--- src/design/nbcfg_pkg.sv ---
package nbcfg_pkg;

	// ==================================================
	// register indices, byte address is four times the index
	localparam logic [7:0] IDX_PORT_ACTIVATE = 8'h30;
	localparam logic [7:0] IDX_IO_BASE_HIGH = 8'h60;
	localparam logic [7:0] IDX_IO_BASE_LOW = 8'h61;
	localparam logic [7:0] IDX_IRQ_LINE_SELECT = 8'h70;
	localparam logic [7:0] IDX_ADDRESS_IRQ_CONTROL = 8'hf6;
	localparam logic [7:0] IDX_ADDRESS_IRQ_FLAG = 8'hf7;
	localparam logic [7:0] IDX_EXTENDED_PORT_CONTROL = 8'hf8;
	localparam logic [7:0] IDX_EVENT_STATUS = 8'h80;
	localparam logic [7:0] IDX_EVENT_MASK = 8'h81;

	// ==================================================
	// reset values
	localparam logic [7:0] RST_PORT_ACTIVATE = 8'h00;
	localparam logic [7:0] RST_IO_BASE_HIGH = 8'h02;
	localparam logic [7:0] RST_IO_BASE_LOW = 8'hf8;
	localparam logic [7:0] RST_IRQ_LINE_SELECT = 8'h03;
	localparam logic [7:0] RST_ADDRESS_IRQ_CONTROL = 8'h00;
	localparam logic [7:0] RST_EXTENDED_PORT_CONTROL = 8'h00;
	localparam logic [7:0] RST_EVENT_MASK = 8'h00;

	// ==================================================
	// implemented bits, the rest read as zero
	localparam logic [7:0] MSK_PORT_ACTIVATE = 8'h01;
	localparam logic [7:0] MSK_IRQ_LINE_SELECT = 8'h0f;
	localparam logic [7:0] MSK_ADDRESS_IRQ_CONTROL = 8'h03;
	localparam logic [7:0] MSK_EXTENDED_PORT_CONTROL = 8'hdf;
	localparam logic [7:0] MSK_EVENTS = 8'h03;

	// ==================================================
	// field positions
	localparam int BIT_IRQ_ADDR_ENABLE = 0;
	localparam int BIT_IRQ_TYPE_SEL = 1;
	localparam int BIT_DEEP_FIFO_ENABLE = 0;
	localparam int BIT_PORT_SWAP_ENABLE = 4;
	localparam int BIT_LEVEL_RANGE_LO = 6;
	localparam int BIT_ALIGN = 3;
	localparam int EVT_NINE_BIT_IRQ = 0;
	localparam int EVT_ADDR_BYTE = 1;

	// rx trigger level in bytes, index {range, fifo_control_reg[7:6]}
	localparam logic [15:0][7:0] TRIG_LEVEL_LUT = {
		8'h7c, 8'h78, 8'h74, 8'h70, 8'h68, 8'h60, 8'h58, 8'h50,
		8'h40, 8'h30, 8'h20, 8'h10, 8'h0e, 8'h08, 8'h04, 8'h01};

	typedef struct packed {
		logic active;
		logic [15:0] io_base;
		logic [3:0] irq_line;
	} nbcfg_port_cfg_t;

	typedef struct packed {
		logic deep_fifo_enable;
		logic port_swap_enable;
		logic [7:0] trig_level;
	} nbcfg_fifo_cfg_t;

endpackage

--- src/design/nbcfg_addr_irq.sv ---
`timescale 1ns/1ps
module nbcfg_addr_irq (
	input wire logic clk_i,
	input wire logic rst_i,
	input wire logic addr_byte_i,
	input wire logic addr_match_i,
	input wire logic type_sel_i,
	input wire logic enable_i,
	input wire logic clear_i,
	output logic event_o,
	output logic flag_o
);
	// ==================================================
	// address byte interrupt source
	logic flag_q;
	logic flag_d;
	wire logic any_hit = addr_byte_i & ~type_sel_i;
	wire logic match_hit = addr_byte_i & addr_match_i & type_sel_i;
	// disabled source raises nothing at all
	assign event_o = enable_i & (any_hit | match_hit);
	// new event beats a concurrent clear
	assign flag_d = event_o | (flag_q & ~clear_i);

	always_ff @(posedge clk_i)
	begin
		if (rst_i)
			flag_q <= 1'b0;
		else
			flag_q <= flag_d;
	end

	assign flag_o = flag_q;

	// ==================================================
	// checks
	flag_set_a: assert property (@(posedge clk_i) disable iff (rst_i)
		event_o |=> flag_q)
		else $error("flag not set after event");
	any_addr_a: assert property (@(posedge clk_i) disable iff (rst_i)
		(addr_byte_i && enable_i && !type_sel_i) |-> event_o)
		else $error("any address byte did not raise event");
	match_only_a: assert property (@(posedge clk_i) disable iff (rst_i)
		(type_sel_i && !addr_match_i) |-> !event_o)
		else $error("unmatched address raised event");
	gate_off_a: assert property (@(posedge clk_i) disable iff (rst_i)
		!enable_i |-> !event_o)
		else $error("event while disabled");
	flag_hold_a: assert property (@(posedge clk_i) disable iff (rst_i)
		(flag_q && !clear_i) |=> flag_q)
		else $error("flag dropped without clear");
endmodule

--- src/design/nbcfg_regs.sv ---
// The Wishbone interface to the registers was left to the implementer.
`timescale 1ns/1ps
module nbcfg_regs (
	input wire logic clk_i,
	input wire logic rst_i,
	input wire logic wb_cyc_i,
	input wire logic wb_stb_i,
	input wire logic wb_we_i,
	input wire logic [31:0] wb_adr_i,
	input wire logic [3:0] wb_sel_i,
	input wire logic [31:0] wb_dat_i,
	output logic [31:0] wb_dat_o,
	output logic wb_ack_o,
	input wire logic rx_addr_byte_i,
	input wire logic rx_addr_match_i,
	input wire logic [1:0] fifo_control_reg_i,
	input wire logic nine_bit_enable_i,
	input wire logic tx_addr_flag_i,
	input wire logic tx_parity_i,
	output logic tx_parity_bit_o,
	output logic nine_bit_irq_o,
	output logic irq_o,
	output nbcfg_pkg::nbcfg_fifo_cfg_t fifo_cfg_o,
	output nbcfg_pkg::nbcfg_port_cfg_t port_cfg_o
);
	// ==================================================
	// bus decode
	logic ack_q;
	logic [31:0] dat_q;
	logic [7:0] activate_q;
	logic [7:0] base_hi_q;
	logic [7:0] base_lo_q;
	logic [7:0] line_q;
	logic [7:0] ctrl_q;
	logic [7:0] ext_q;
	logic [7:0] stat_q;
	logic [7:0] stat_d;
	logic [7:0] mask_q;
	logic irq_q;
	logic nb_irq_q;
	logic parity_q;
	nbcfg_pkg::nbcfg_fifo_cfg_t fifo_q;
	nbcfg_pkg::nbcfg_port_cfg_t port_q;

	wire logic req = wb_cyc_i & wb_stb_i & ~ack_q;
	wire logic [7:0] idx = wb_adr_i[9:2];
	wire logic wr = req & wb_we_i & wb_sel_i[0];
	wire logic rd = req & ~wb_we_i;
	wire logic [7:0] wdat = wb_dat_i[7:0];
	wire logic hit_act = idx == nbcfg_pkg::IDX_PORT_ACTIVATE;
	wire logic hit_bhi = idx == nbcfg_pkg::IDX_IO_BASE_HIGH;
	wire logic hit_blo = idx == nbcfg_pkg::IDX_IO_BASE_LOW;
	wire logic hit_line = idx == nbcfg_pkg::IDX_IRQ_LINE_SELECT;
	wire logic hit_ctrl = idx == nbcfg_pkg::IDX_ADDRESS_IRQ_CONTROL;
	wire logic hit_flag = idx == nbcfg_pkg::IDX_ADDRESS_IRQ_FLAG;
	wire logic hit_ext = idx == nbcfg_pkg::IDX_EXTENDED_PORT_CONTROL;
	wire logic hit_stat = idx == nbcfg_pkg::IDX_EVENT_STATUS;
	wire logic hit_mask = idx == nbcfg_pkg::IDX_EVENT_MASK;

	// ==================================================
	// address interrupt source
	logic nb_event;
	logic nb_flag;
	// only a written 0 in bit 0 clears
	wire logic flag_clr = wr & hit_flag & ~wdat[0];

	nbcfg_addr_irq u_addr_irq (
		.clk_i(clk_i),
		.rst_i(rst_i),
		.addr_byte_i(rx_addr_byte_i),
		.addr_match_i(rx_addr_match_i),
		.type_sel_i(ctrl_q[nbcfg_pkg::BIT_IRQ_TYPE_SEL]),
		.enable_i(ctrl_q[nbcfg_pkg::BIT_IRQ_ADDR_ENABLE]),
		.clear_i(flag_clr),
		.event_o(nb_event),
		.flag_o(nb_flag)
	);

	// ==================================================
	// read mux, reserved bits read zero
	logic [7:0] rmux;
	always_comb
	begin
		rmux = 8'h00;
		if (hit_act)
			rmux = activate_q;
		else if (hit_bhi)
			rmux = base_hi_q;
		else if (hit_blo)
			rmux = base_lo_q;
		else if (hit_line)
			rmux = line_q;
		else if (hit_ctrl)
			rmux = ctrl_q;
		else if (hit_flag)
			rmux = {7'h00, nb_flag};
		else if (hit_ext)
			rmux = ext_q;
		else if (hit_stat)
			rmux = stat_q;
		else if (hit_mask)
			rmux = mask_q;
	end

	// ==================================================
	// event status, read clears but a new event wins
	wire logic [7:0] evt = {6'h00, rx_addr_byte_i, nb_event};
	assign stat_d = evt | (stat_q & ~{8{rd & hit_stat}});

	// ==================================================
	// registers
	always_ff @(posedge clk_i)
	begin
		if (rst_i)
		begin
			activate_q <= nbcfg_pkg::RST_PORT_ACTIVATE;
			base_hi_q <= nbcfg_pkg::RST_IO_BASE_HIGH;
			base_lo_q <= nbcfg_pkg::RST_IO_BASE_LOW;
			line_q <= nbcfg_pkg::RST_IRQ_LINE_SELECT;
			ctrl_q <= nbcfg_pkg::RST_ADDRESS_IRQ_CONTROL;
			ext_q <= nbcfg_pkg::RST_EXTENDED_PORT_CONTROL;
			mask_q <= nbcfg_pkg::RST_EVENT_MASK;
			stat_q <= 8'h00;
		end
		else
		begin
			if (wr && hit_act)
				activate_q <= wdat & nbcfg_pkg::MSK_PORT_ACTIVATE;
			if (wr && hit_bhi)
				base_hi_q <= wdat;
			if (wr && hit_blo)
				base_lo_q <= wdat;
			if (wr && hit_line)
				line_q <= wdat & nbcfg_pkg::MSK_IRQ_LINE_SELECT;
			if (wr && hit_ctrl)
				ctrl_q <= wdat & nbcfg_pkg::MSK_ADDRESS_IRQ_CONTROL;
			// bits 3..1 kept as written; software is to leave them zero
			if (wr && hit_ext)
				ext_q <= wdat & nbcfg_pkg::MSK_EXTENDED_PORT_CONTROL;
			if (wr && hit_mask)
				mask_q <= wdat & nbcfg_pkg::MSK_EVENTS;
			stat_q <= stat_d & nbcfg_pkg::MSK_EVENTS;
		end
	end

	// bus answer, one wait state, unmapped reads zero and writes drop
	always_ff @(posedge clk_i)
	begin
		if (rst_i)
		begin
			ack_q <= 1'b0;
			dat_q <= 32'h0000_0000;
		end
		else
		begin
			ack_q <= req;
			dat_q <= rd ? {24'h00_0000, rmux} : 32'h0000_0000;
		end
	end

	// ==================================================
	// outputs, all registered
	wire logic [15:0] base_aligned = {base_hi_q, base_lo_q[7:nbcfg_pkg::BIT_ALIGN], 3'h0};
	wire logic [3:0] range_sel = {ext_q[nbcfg_pkg::BIT_LEVEL_RANGE_LO +: 2], fifo_control_reg_i};
	always_ff @(posedge clk_i)
	begin
		if (rst_i)
		begin
			fifo_q <= '0;
			port_q <= '0;
			irq_q <= 1'b0;
			nb_irq_q <= 1'b0;
			parity_q <= 1'b0;
		end
		else
		begin
			fifo_q.trig_level <= nbcfg_pkg::TRIG_LEVEL_LUT[range_sel];
			fifo_q.deep_fifo_enable <= ext_q[nbcfg_pkg::BIT_DEEP_FIFO_ENABLE];
			fifo_q.port_swap_enable <= ext_q[nbcfg_pkg::BIT_PORT_SWAP_ENABLE];
			port_q.active <= activate_q[0];
			port_q.io_base <= base_aligned;
			port_q.irq_line <= line_q[3:0];
			irq_q <= |(stat_d & mask_q);
			// disabling the source also silences a flag already set
			nb_irq_q <= nb_flag & ctrl_q[nbcfg_pkg::BIT_IRQ_ADDR_ENABLE];
			parity_q <= nine_bit_enable_i ? tx_addr_flag_i : tx_parity_i;
		end
	end

	assign wb_ack_o = ack_q;
	assign wb_dat_o = dat_q;
	assign fifo_cfg_o = fifo_q;
	assign port_cfg_o = port_q;
	assign irq_o = irq_q;
	assign nine_bit_irq_o = nb_irq_q;
	assign tx_parity_bit_o = parity_q;

	// ==================================================
	// checks
	ack_pulse_a: assert property (@(posedge clk_i) disable iff (rst_i)
		wb_ack_o |=> !wb_ack_o)
		else $error("ack held two cycles");
	trig_lut_a: assert property (@(posedge clk_i) disable iff (rst_i)
		(ext_q[7:6] == 2'b01 && fifo_control_reg_i == 2'b10) |=> fifo_cfg_o.trig_level == 8'h30)
		else $error("trigger level wrong");
	deep_fifo_a: assert property (@(posedge clk_i) disable iff (rst_i)
		wr && hit_ext |=> ##1 fifo_cfg_o.deep_fifo_enable == $past(wdat[0], 2))
		else $error("deep fifo enable not following write");
	base_align_a: assert property (@(posedge clk_i) disable iff (rst_i)
		port_cfg_o.io_base[2:0] == 3'h0)
		else $error("io base not aligned");
	active_bit_a: assert property (@(posedge clk_i) disable iff (rst_i)
		wr && hit_act |=> ##1 port_cfg_o.active == $past(wdat[0], 2))
		else $error("activation not following write");
	reset_dflt_a: assert property (@(posedge clk_i)
		$past(rst_i) |-> base_hi_q == 8'h02 && base_lo_q == 8'hf8 && line_q == 8'h03)
		else $error("reset defaults wrong");
	parity_pos_a: assert property (@(posedge clk_i) disable iff (rst_i)
		nine_bit_enable_i |=> tx_parity_bit_o == $past(tx_addr_flag_i))
		else $error("parity position not carrying address flag");
	nb_gate_a: assert property (@(posedge clk_i) disable iff (rst_i)
		!ctrl_q[0] |=> !nine_bit_irq_o)
		else $error("address interrupt not suppressed");
	flag_read_a: assert property (@(posedge clk_i) disable iff (rst_i)
		rd && hit_flag |=> wb_dat_o[31:1] == 31'h0 && wb_dat_o[0] == $past(nb_flag))
		else $error("flag readback wrong");

	// ==================================================
	// bus answer checks
	ack_next_a: assert property (@(posedge clk_i) disable iff (rst_i)
		req |=> wb_ack_o)
		else $error("request not answered next cycle");
	ack_idle_a: assert property (@(posedge clk_i) disable iff (rst_i)
		!req |=> !wb_ack_o)
		else $error("ack without request");
	// read data is zero outside ack so a sloppy master cannot latch stale bytes
	dat_idle_a: assert property (@(posedge clk_i) disable iff (rst_i)
		!wb_ack_o |-> wb_dat_o == 32'h0000_0000)
		else $error("read data outside ack");
	dat_upper_a: assert property (@(posedge clk_i) disable iff (rst_i)
		wb_dat_o[31:8] == 24'h00_0000)
		else $error("upper read data not zero");

	// ==================================================
	// reserved bits and reset checks
	line_rsvd_a: assert property (@(posedge clk_i) disable iff (rst_i)
		line_q[7:4] == 4'h0)
		else $error("line select reserved bits set");
	act_rsvd_a: assert property (@(posedge clk_i) disable iff (rst_i)
		activate_q[7:1] == 7'h00)
		else $error("activation reserved bits set");
	ctrl_rsvd_a: assert property (@(posedge clk_i) disable iff (rst_i)
		ctrl_q[7:2] == 6'h00)
		else $error("control reserved bits set");
	ext_rsvd_a: assert property (@(posedge clk_i) disable iff (rst_i)
		!ext_q[5])
		else $error("extended control bit 5 set");
	reset_out_a: assert property (@(posedge clk_i)
		rst_i |=> fifo_cfg_o == '0 && port_cfg_o == '0 && !irq_o && !nine_bit_irq_o
			&& !wb_ack_o && !tx_parity_bit_o)
		else $error("outputs not cleared by reset");
	// struct outputs lag the registers by one edge, so defaults show two edges on
	dflt_out_a: assert property (@(posedge clk_i)
		($past(rst_i) && !rst_i) |=> port_cfg_o.io_base == 16'h02f8 && port_cfg_o.irq_line == 4'h3
			&& !port_cfg_o.active)
		else $error("port defaults not shown after reset");

	// ==================================================
	// register follow checks
	swap_follow_a: assert property (@(posedge clk_i) disable iff (rst_i)
		wr && hit_ext |=> ##1 fifo_cfg_o.port_swap_enable == $past(wdat[nbcfg_pkg::BIT_PORT_SWAP_ENABLE], 2))
		else $error("swap enable not following write");
	line_follow_a: assert property (@(posedge clk_i) disable iff (rst_i)
		wr && hit_line |=> ##1 port_cfg_o.irq_line == $past(wdat[3:0], 2))
		else $error("irq line not following write");
	base_follow_a: assert property (@(posedge clk_i) disable iff (rst_i)
		wr && hit_bhi |=> ##1 port_cfg_o.io_base[15:8] == $past(wdat, 2))
		else $error("io base high not following write");

	// ==================================================
	// event and interrupt checks
	stat_set_a: assert property (@(posedge clk_i) disable iff (rst_i)
		rx_addr_byte_i |=> stat_q[nbcfg_pkg::EVT_ADDR_BYTE])
		else $error("address byte not recorded");
	stat_clear_a: assert property (@(posedge clk_i) disable iff (rst_i)
		(rd && hit_stat && !rx_addr_byte_i && !nb_event) |=> stat_q == 8'h00)
		else $error("status not cleared by read");
	stat_keep_a: assert property (@(posedge clk_i) disable iff (rst_i)
		!(rd && hit_stat) |=> ($past(stat_q) & ~stat_q) == 8'h00)
		else $error("status bit lost without read");
	irq_level_a: assert property (@(posedge clk_i) disable iff (rst_i)
		irq_o == |(stat_q & $past(mask_q)))
		else $error("irq level wrong");
	flag_clear_a: assert property (@(posedge clk_i) disable iff (rst_i)
		(flag_clr && !nb_event) |=> !nb_flag)
		else $error("flag not cleared by written zero");
	// a one-edge reset leaves the sampled flag stale, so skip the edge after it
	nb_follow_a: assert property (@(posedge clk_i) disable iff (rst_i)
		!$past(rst_i) |-> nine_bit_irq_o == ($past(nb_flag) && $past(ctrl_q[0])))
		else $error("address interrupt output wrong");

	cov_any_c: cover property (@(posedge clk_i) nb_event && !ctrl_q[1]);
	cov_match_c: cover property (@(posedge clk_i) nb_event && ctrl_q[1]);
	cov_clear_c: cover property (@(posedge clk_i) flag_clr && nb_flag);
	cov_irq_c: cover property (@(posedge clk_i) irq_o);
	cov_stat_clr_c: cover property (@(posedge clk_i) rd && hit_stat && stat_q != 8'h00);
endmodule

--- config.mk ---
export PLATFORM = sky130hd
export DESIGN_NAME = nbcfg_regs
export DESIGN_NICKNAME = d
export VERILOG_FILES = /design/src/design/nbcfg_pkg.sv /design/src/design/nbcfg_addr_irq.sv /design/src/design/nbcfg_regs.sv
export SDC_FILE = /design/constraint.sdc
export NUM_CORES = 1
export LEC_CHECK = 0
export ABC_AREA = 0
export BUFFER_PORTS_ARGS = -buffer_cell sky130_fd_sc_hd__buf_2
export CAP_MARGIN = 20
export CORE_MARGIN = 2
export CORE_UTILIZATION = 30
export DETAILED_ROUTE_END_ITERATION = 7
export PLACE_DENSITY_LB_ADDON = 0.15
export SLEW_MARGIN = 20
export SYNTH_ARGS = -nofsm -noshare
export SYNTH_HDL_FRONTEND = slang
export SYNTH_HIERARCHICAL = 1
export SYNTH_SLANG_ARGS = --single-unit
--- constraint.sdc ---
create_clock -name clk_i -period 4.42 [get_ports clk_i]
set_clock_uncertainty 0.2 [all_clocks]
set_input_delay 0 -clock clk_i [delete_from_list [all_inputs] [get_ports clk_i]]
set_output_delay 0 -clock clk_i [all_outputs]
set_load 0.01 [all_outputs]
======== Word-level counts from Yosys, hierarchy flattened ========
Memories as Yosys holds them, arrays and structs flattened. A register that Yosys moved wholly into a read port is not among the register bits.
Cells that the tools add are included.
storage, ports and cells
  register bits ........................... 100
  memory bits (read-only) ................. 128
  bits of input ports ..................... 80
  output and inout bits ................... 67
  word-level logic and storage cells ...... 77
  memories kept ........................... 1
operators by class
  equal/unequal tests ..................... 9
  muxes and demuxes ....................... 10
  bitwise logic cells ..................... 26
  reductions and logical operators ........ 9
memory list
  memory           depth  width  read ports  clocked after Yosys merged registers in  wr ports  line               source
  (no name shown)  16     8      1           1                                        0         nbcfg_regs.sv:177  fifo_q.trig_level <= nbcfg_pkg::TRIG_LEVEL_LUT[range_sel];
operators with widths
  kind                                                              count
  8-bit two-way mux                                                 8
  8-bit == test (second input constant)                             5
  8-bit by 7-bit == test with 1-bit output (second input constant)  3
  1-bit AND                                                         14
  8-bit by 2-bit AND with 8-bit output                              1
  8-bit AND                                                         1
  8-bit by 6-bit == test with 1-bit output (second input constant)  1
  8-bit NOT                                                         1
  2-bit by 8-bit OR with 8-bit output                               1
  8-bit OR reduction                                                1
  1-bit logical AND                                                 7
  1-bit NOT                                                         6
  2-bit two-way mux                                                 1
  1-bit OR                                                          2
  2-bit OR reduction                                                1
  1-bit two-way mux                                                 1

======== Depth between registers and ports, before layout ========
Gate-level depths: netlist of run 1.
  depth in word-level cells ............... 10
  depth in mapped cells ................... 7

======== Cells and area by module ========
The synthesis of run 1 kept the hierarchy.
modules (own cells, without submodules)
  module          instances  cells an instance  area an instance (sq um)  sequential area each (sq um)
  nbcfg_regs      1          306                2992.9                    1461.4
  nbcfg_addr_irq  1          6                  52.6                      20.0

======== Least setup slack after synthesis of run 1 ========
No wires, ideal clock.
  path type ............................... flip-flop to flip-flop
  start point ............................. reg ack_q, in the netlist wb_ack_o
  end point ............................... reg ext_q[1]
  library setup time ...................... 0.128 ns
  arrival ................................. 1.538 ns
  data required time ...................... 4.092 ns
  slack ................................... 2.555 ns
  cell stages (with the launch flop) ...... 6
  cells stage by stage .................... dfxtp_1 -> nand3b_1 -> or2_2 -> nor3_4 -> mux2i_1 -> nor2_1
between the ends
  cells in the longest elaborated chain, start to end .. 5
RTL lines
  what                    line               source
  start, declared         nbcfg_regs.sv:28   logic ack_q;
  start signal, assigned  nbcfg_regs.sv:156  ack_q <= req;
  1-bit NOT               nbcfg_regs.sv:45   wire logic req = wb_cyc_i & wb_stb_i & ~ack_q;
  1-bit AND               nbcfg_regs.sv:45
  1-bit AND (2 in a row)  nbcfg_regs.sv:47   wire logic wr = req & wb_we_i & wb_sel_i[0];
  1-bit logical AND       nbcfg_regs.sv:138  if (wr && hit_ext)
  end signal, assigned    nbcfg_regs.sv:121  ext_q <= nbcfg_pkg::RST_EXTENDED_PORT_CONTROL;
  end signal, assigned    nbcfg_regs.sv:139  ext_q <= wdat & nbcfg_pkg::MSK_EXTENDED_PORT_CONTROL;
  end, declared           nbcfg_regs.sv:35   logic [7:0] ext_q;
No other way between the ends.
A chain may end at the register's enable or synchronous reset.

======== Worst setup path after layout of run 1 ========
  start point ............................. in wb_adr_i[2]
  end point ............................... reg activate_q[0]
between the ends
  cells in the longest elaborated chain, start to end .. 2
RTL lines
  what                                      line               source
  start, declared                           nbcfg_regs.sv:9    input wire logic [31:0] wb_adr_i,
  8-bit by 6-bit == test with 1-bit output  nbcfg_regs.sv:50   wire logic hit_act = idx == nbcfg_pkg::IDX_PORT_ACTIVATE;
  1-bit logical AND                         nbcfg_regs.sv:127  if (wr && hit_act)
  end signal, assigned                      nbcfg_regs.sv:116  activate_q <= nbcfg_pkg::RST_PORT_ACTIVATE;
  end signal, assigned                      nbcfg_regs.sv:128  activate_q <= wdat & nbcfg_pkg::MSK_PORT_ACTIVATE;
  end, declared                             nbcfg_regs.sv:30   logic [7:0] activate_q;
No other way between the ends.

==> impl_metrics.json, run 1 <==
{
  "num_rows": 36,
  "clk_pin_slew_ps": 80,
  "cap_violations": 0,
  "postSynth.asyncResetShare": 0,
  "status": "finished, final reports clean",
  "vias": 2388,
  "synth-main-ff-cell": "dfxtp_1",
  "setup_viol": 0,
  "rsz0062_at_grt": "no",
  "dieHeight_um": 105,
  "crit_end": "activate_q[0]",
  "clk_latency_ps": 350,
  "max_clock_freq_mhz": 323,
  "ant_nets": 0,
  "synthTopCellsByArea": "dfxtp_1 (49%), mux2i_1 (8.5%), buf_4 (6.9%)",
  "wl_per_cell_um": 13.1,
  "drive_gt1_frac": 0.243,
  "final_nets": 480,
  "hpwl_um": 4700,
  "crit_start": "wb_adr_i[2]",
  "path_cells": "dlygate4sd3_1 -> buf_2 -> or4_1 -> nor4_2 -> nand3_1 -> dlygate4sd3_1 -> a21oi_1 -> dlygate4sd3_1",
  "cpMostUsedCell": "dlygate4sd3_1",
  "die_area_um2": 11000,
  "synthCells": 312,
  "cp_slowest_stage_delay_ps": 700,
  "worstMarginPinSlew_ps": 818,
  "grt_max_degree": 67,
  "worstPathRequired_ps": 4510,
  "synth_compound_area_frac": 0.0970,
  "period_share": 0.700,
  "yosys.area_share.xor_xnor": 0,
  "rr_startpoint": "wb_ack_o",
  "reg2reg_depth": 6,
  "viasPerCell": 4.45,
  "cp-end-kind": "register",
  "io_pins": 147,
  "ys_ff_latch": 74,
  "cts_resized": 0,
  "clockBufferDepth": 2,
  "p_leak_nw": 1.73,
  "post-route-drc-count": 0,
  "synth_edf_count": 0,
  "yosys.area.top_type": "dfxtp_1",
  "syn_area_per_cell_um2": 9.76,
  "report.final.slew_viol_count": 0,
  "finalHoldViolCount": 0,
  "wl_um": 7050,
  "crit_slowest_cell": "or4_1",
  "yosysWarnings": 6,
  "final_cell_mix": "dfxtp_1 (74), buf_2 (67), nor2_1 (39), conb_1 (28), mux2i_1 (26)",
  "diodes": 0,
  "ir_drop_v": 0.000119,
  "synth_cell_types": 51,
  "stdcell_count": 537,
  "antenna_found_initial": 0,
  "synth_top_family_by_area": "simple AND/OR/NAND/NOR gates",
  "crit_type": "in -> reg",
  "final_common_cell": "dfxtp_1",
  "dr.first_iter.drc_count": 97,
  "dieWidth_um": 105,
  "crit_arrival_ps": 3180,
  "grt_pass1_wl_um": 11500,
  "syn-cell-area_um2": 3050,
  "synth_fa_ha_area_frac": 0.00411,
  "path_max_fanout": 14,
  "area_delta_synth_final_pct": 27.1,
  "initial_core_util": 0.310,
  "place_congestion": 0.802,
  "cts_root_buffer": "clkbuf_8",
  "core_area_um2": 9820,
  "r2r_end": "activate_q[0]",
  "power_density_nw_per_um2": 363,
  "fin_tns_setup_ps": 0,
  "grt_pass1_vias": 2255,
  "cts_sinks": 74,
  "synth-simple-area-share": 0.218,
  "rrSetupSlack_ps": 1500,
  "yosys-mux-area-fraction": 0.0965,
  "min_path_type": "in -> reg",
  "htreeDepth": 3,
  "synth.top_cell.area_share": 0.486,
  "cts_buffers": 9,
  "period_needed_ps": 3090,
  "grt.total_usage": 0.131,
  "dp.cells": 498,
  "min_from": "wb_adr_i[7]",
  "port_buffers": 67,
  "slew_headroom": 0.453,
  "worstSetupStartpointType": "input pin",
  "tritoncts": "yes",
  "grt.overflow.total": 0,
  "dr.pass1.iters": 5,
  "ys_seq_area_frac": 0.486
}
==> cells in the mapped netlist, types with 2 or more instances <==
cell type and count:
nand4_1 4, dfxtp_1 74, and3_1 5, nor4_1 3, a21oi_1 10, nand2b_1 4, a222oi_1 3, buf_4 28
inv_1 6, o21ai_0 2, clkbuf_1 10, mux2_2 2, nor3_1 4, nand3_1 3, nand3b_1 2, nor2b_1 24
mux2i_1 26, nor2_1 39, a22oi_1 7, buf_2 4, a21oi_2 2, or2_2 4, a211o_1 7, nand2_1 10
or4_1 3
==> per-stage QoR <==
| stage | total power [mW] | worst slack, ps | hold slack (ps) | utilization | cell area [µm²] |
|---|---|---|---|---|---|
| 2_1_floorplan | 0.751 | 2550 | -124 | - | 3150 |
| 3_3_place_gp | 0.765 | 1980 | 31.2 | 0.345 | 3390 |
| 3_5_place_dp | 0.766 | 1900 | 33.8 | 0.345 | 3390 |
| 4_1_cts | 1.43 | 1370 | 15.1 | 0.394 | 3870 |
| 5_1_grt | 1.47 | 1200 | 89.8 | 0.394 | 3870 |
| 6_report | 1.41 | 1330 | 23.4 | 0.394 | 3870 |
==> critical path, delay by kind of cell <==
family / cells / cell delay, ps
AO/OA/AOI/OAI: 1 / 130
buffers and inverters: 4 / 1890
AND/OR/NAND/NOR: 3 / 1150
==> final cells by class <==
| cell class | count | area, µm² |
|---|---|---|
| tap | 133 | 166 |
| multi-input combinational | 216 | 1370 |
| timing repair buffer | 92 | 581 |
| clock inverter | 7 | 124 |
| inverter | 6 | 22.5 |
| clock buffer | 9 | 124 |
| sequential | 74 | 1480 |
| fill | 1033 | 5950 |
==> metal layers <==
layer  share of wire  track usage  wire length (µm)  vias up
met5               0            0                 0        -
met4           0.011       0.0486                79        0
met3           0.055       0.0287               389        7
met2            0.47        0.209              3290       78
met1            0.47        0.174              3290     1102
li1                -            -                 -     1201
==> worst min-delay path by stage <==
stage	endpoint	slack (ps)	cells past startpoint
floorplan	fifo_cfg_o[0]	-120	1
global placement	tx_parity_bit_o	30	3
detailed placement	fifo_cfg_o[0]	30	2
CTS	mask_q[0]	20	5
global route	mask_q[0]	90	5
finish	mask_q[0]	20	5
==> repair_timing <==
action,in CTS,in global routing
hold endpoints to repair,46,0
buffers inserted,0,0
hold buffers,23,0
==> state kept, by name (all words and copies together), names as in the netlist <==
signal / cells
line_q: 4
stat_q: 2
u_addr_irq/flag_o: 1
wb_ack_o: 1
ctrl_q: 2
wb_dat_o: 8
fifo_cfg_o: 9
nine_bit_irq_o: 1
ext_q: 7
tx_parity_bit_o: 1
base_hi_q: 8
port_cfg_o: 18
activate_q: 1
mask_q: 2
base_lo_q: 8
irq_o: 1
==> kinds of logic (layout without fill, tap and decap cells) <==
kind of cell	count (synthesis)	in the layout
muxes	29	29
buffers and inverters	49	114
DFF	74	74
adders and majority gates	1	1
AOI/OAI and AO/OA	40	40
other	1	28
and+or+nand+nor	118	118
==> power by group <==
group / switching [mW] / internal (mW) / total, mW
clock: 0.263 / 0.380 / 0.642
combinational: 0.0534 / 0.0356 / 0.0891
sequential: 0.00178 / 0.673 / 0.675
(Power assumes the default switching activity.)
==> run 2: changes to the inputs <==
Clock period 4.42 ns to 2.95 ns, I/O delays scaled along.
==> run 2 against run 1 <==
Worst hold slack better by 16 ps. Final area is 0.49% higher. Wire length is 1.2% higher. Non-clock buffer count is 10 higher. Combinational power is 57% higher. Worst setup slack worse by 1200 ps. Sequential power is 50% higher. Via count is 1.6% higher. Critical path depth stayed put.
==> impl_metrics.json, run 2 (synthesis gave the netlist of run 1 again) <==
{
  "status": "finished, final reports clean",
  "largest_reg_flops": 18,
  "io_pins": 147,
  "cp-end-kind": "register",
  "ir_drop_v": 0.000170,
  "core_area_um2": 9820,
  "wl_per_cell_um": 13.0,
  "wl_um": 7130,
  "diodes": 0,
  "critPathTopFamily": "buffers and inverters",
  "cap_violations": 0,
  "dieHeight_um": 105,
  "crit_type": "in -> reg",
  "grt_pass1_wl_um": 11600,
  "viasPerCell": 4.44,
  "grt_pass1_vias": 2279,
  "clk_pin_slew_ps": 80,
  "rsz0062_at_grt": "no",
  "stdcell_count": 547,
  "final_common_cell": "dfxtp_1",
  "report.final.slew_viol_count": 0,
  "worstSetupStartpointType": "input pin",
  "final_area_um2": 3890,
  "postCtsSetupBuffers": 0,
  "pre_cts_ws_ps": 689,
  "cts_root_buffer": "clkbuf_8",
  "setup_viol": 0,
  "max_clock_freq_mhz": 357,
  "slew_headroom": 0.566,
  "cp_slowest_stage_delay_ps": 630,
  "dieWidth_um": 105,
  "period_share": 0.949,
  "min_from": "rst_i",
  "htreeDepth": 3,
  "tritoncts": "yes",
  "rr_startpoint": "wb_ack_o",
  "period_needed_ps": 2800,
  "p_leak_nw": 1.74,
  "final_cell_mix": "dfxtp_1 (74), buf_2 (67), nor2_1 (39), conb_1 (28)",
  "worstPathRequired_ps": 2990,
  "finalHoldViolCount": 0,
  "layout_setup_ws_ps": 151,
  "place_congestion": 0.796,
  "initial_core_util": 0.310,
  "dp.cells": 505,
  "power_density_nw_per_um2": 481,
  "clk_latency_ps": 350,
  "crit_arrival_ps": 2840,
  "crit_slowest_cell": "or4_4",
  "path_cells": "dlygate4sd3_1 -> buf_2 -> or4_4 -> or4b_4 -> a21oi_1 -> dlygate4sd3_1 -> nor2_1 -> a22o_1",
  "post-route-drc-count": 0,
  "dr.pass1.iters": 4,
  "grt_max_degree": 66,
  "cts_buffers": 9,
  "grt.total_usage": 0.133,
  "die_area_um2": 11000,
  "area_delta_synth_final_pct": 27.7,
  "cts_sinks": 74,
  "vias": 2426,
  "fin_tns_setup_ps": 0,
  "ant_nets": 0,
  "final_nets": 490,
  "crit_start": "wb_adr_i[2]",
  "worstMarginPinSlew_ps": 651,
  "place_area_um2": 3440,
  "path_buf_inv": 3,
  "clockBufferDepth": 2,
  "fin_util": 0.396,
  "dr.first_iter.drc_count": 86,
  "rrSetupSlack_ps": 590,
  "hpwl_um": 4920,
  "grt.overflow.total": 0,
  "cpMostUsedCell": "dlygate4sd3_1",
  "antenna_found_initial": 0,
  "drive_gt1_frac": 0.254,
  "path_max_fanout": 14,
  "port_buffers": 67,
  "min_path_type": "in -> reg",
  "num_rows": 36
}
-- run 2: changes by cell type in the layout (fill, tap and decap cells not counted), sizes merged --
cell and change:
buf +7, bufinv -3, clkbuf +2, clkinv -1, clkinvlp +3, dlygate4sd3 +3, inv -1
-- run 2: power by group --
part	internal (mW)	switching, mW	total, mW
Clock	0.331	0.387	0.718
Combinational	0.0578	0.0822	0.140
Sequential	1.01	0.00239	1.01
-- run 2: worst paths after layout --
kind | cells after the start | endpoint
max | 8 | irq_o
min | 3 | wb_dat_o[3]
max reg2reg | 6 | irq_o
min reg2reg | 2 | activate_q[0]
-- run 2: routing by layer --
metal  part of all wire  routed length, µm  up-vias  global-route usage
li1                   -                  -     1223                   -
met1               0.48               3390     1122               0.173
met2               0.46               3280       73               0.211
met3              0.051                362        8              0.0399
met4              0.013                 95        0              0.0419
met5                  0                  0        -                   0
-- run 2: what timing repair did --
| item | in CTS | in global routing |
|---|---|---|
| hold buffers | 26 | 0 |
| endpoints found under the setup margin | 0 | 1 |
| endpoints found under the hold margin | 46 | 0 |
| gates resized for setup | 0 | 1 |
-- run 2: worst register-to-register path: stages (launching register included) --
cell           delay [ps]
dfxtp_1               310
nand3b_1              220
or4b_4                560
a21oi_1               150
dlygate4sd3_1         560
nor2_1                 50
a22o_1                200
-- run 2: stage by stage --
stage | hold slack, ps | power, mW
6_report | 39.9 | 1.87
5_1_grt | 105 | 1.95
4_1_cts | 37.7 | 1.90
3_5_place_dp | 37.9 | 1.15
3_3_place_gp | 31.9 | 1.15
2_1_floorplan | -124 | 1.13
-- run 2: area by class of cell --
cell class / instances / area (µm²)
multi-input combinational: 216 / 1380
sequential: 74 / 1480
timing repair buffer: 102 / 663
fill: 1060 / 5930
clock inverter: 5 / 38.8
tap: 133 / 166
clock buffer: 11 / 141
inverter: 6 / 22.5
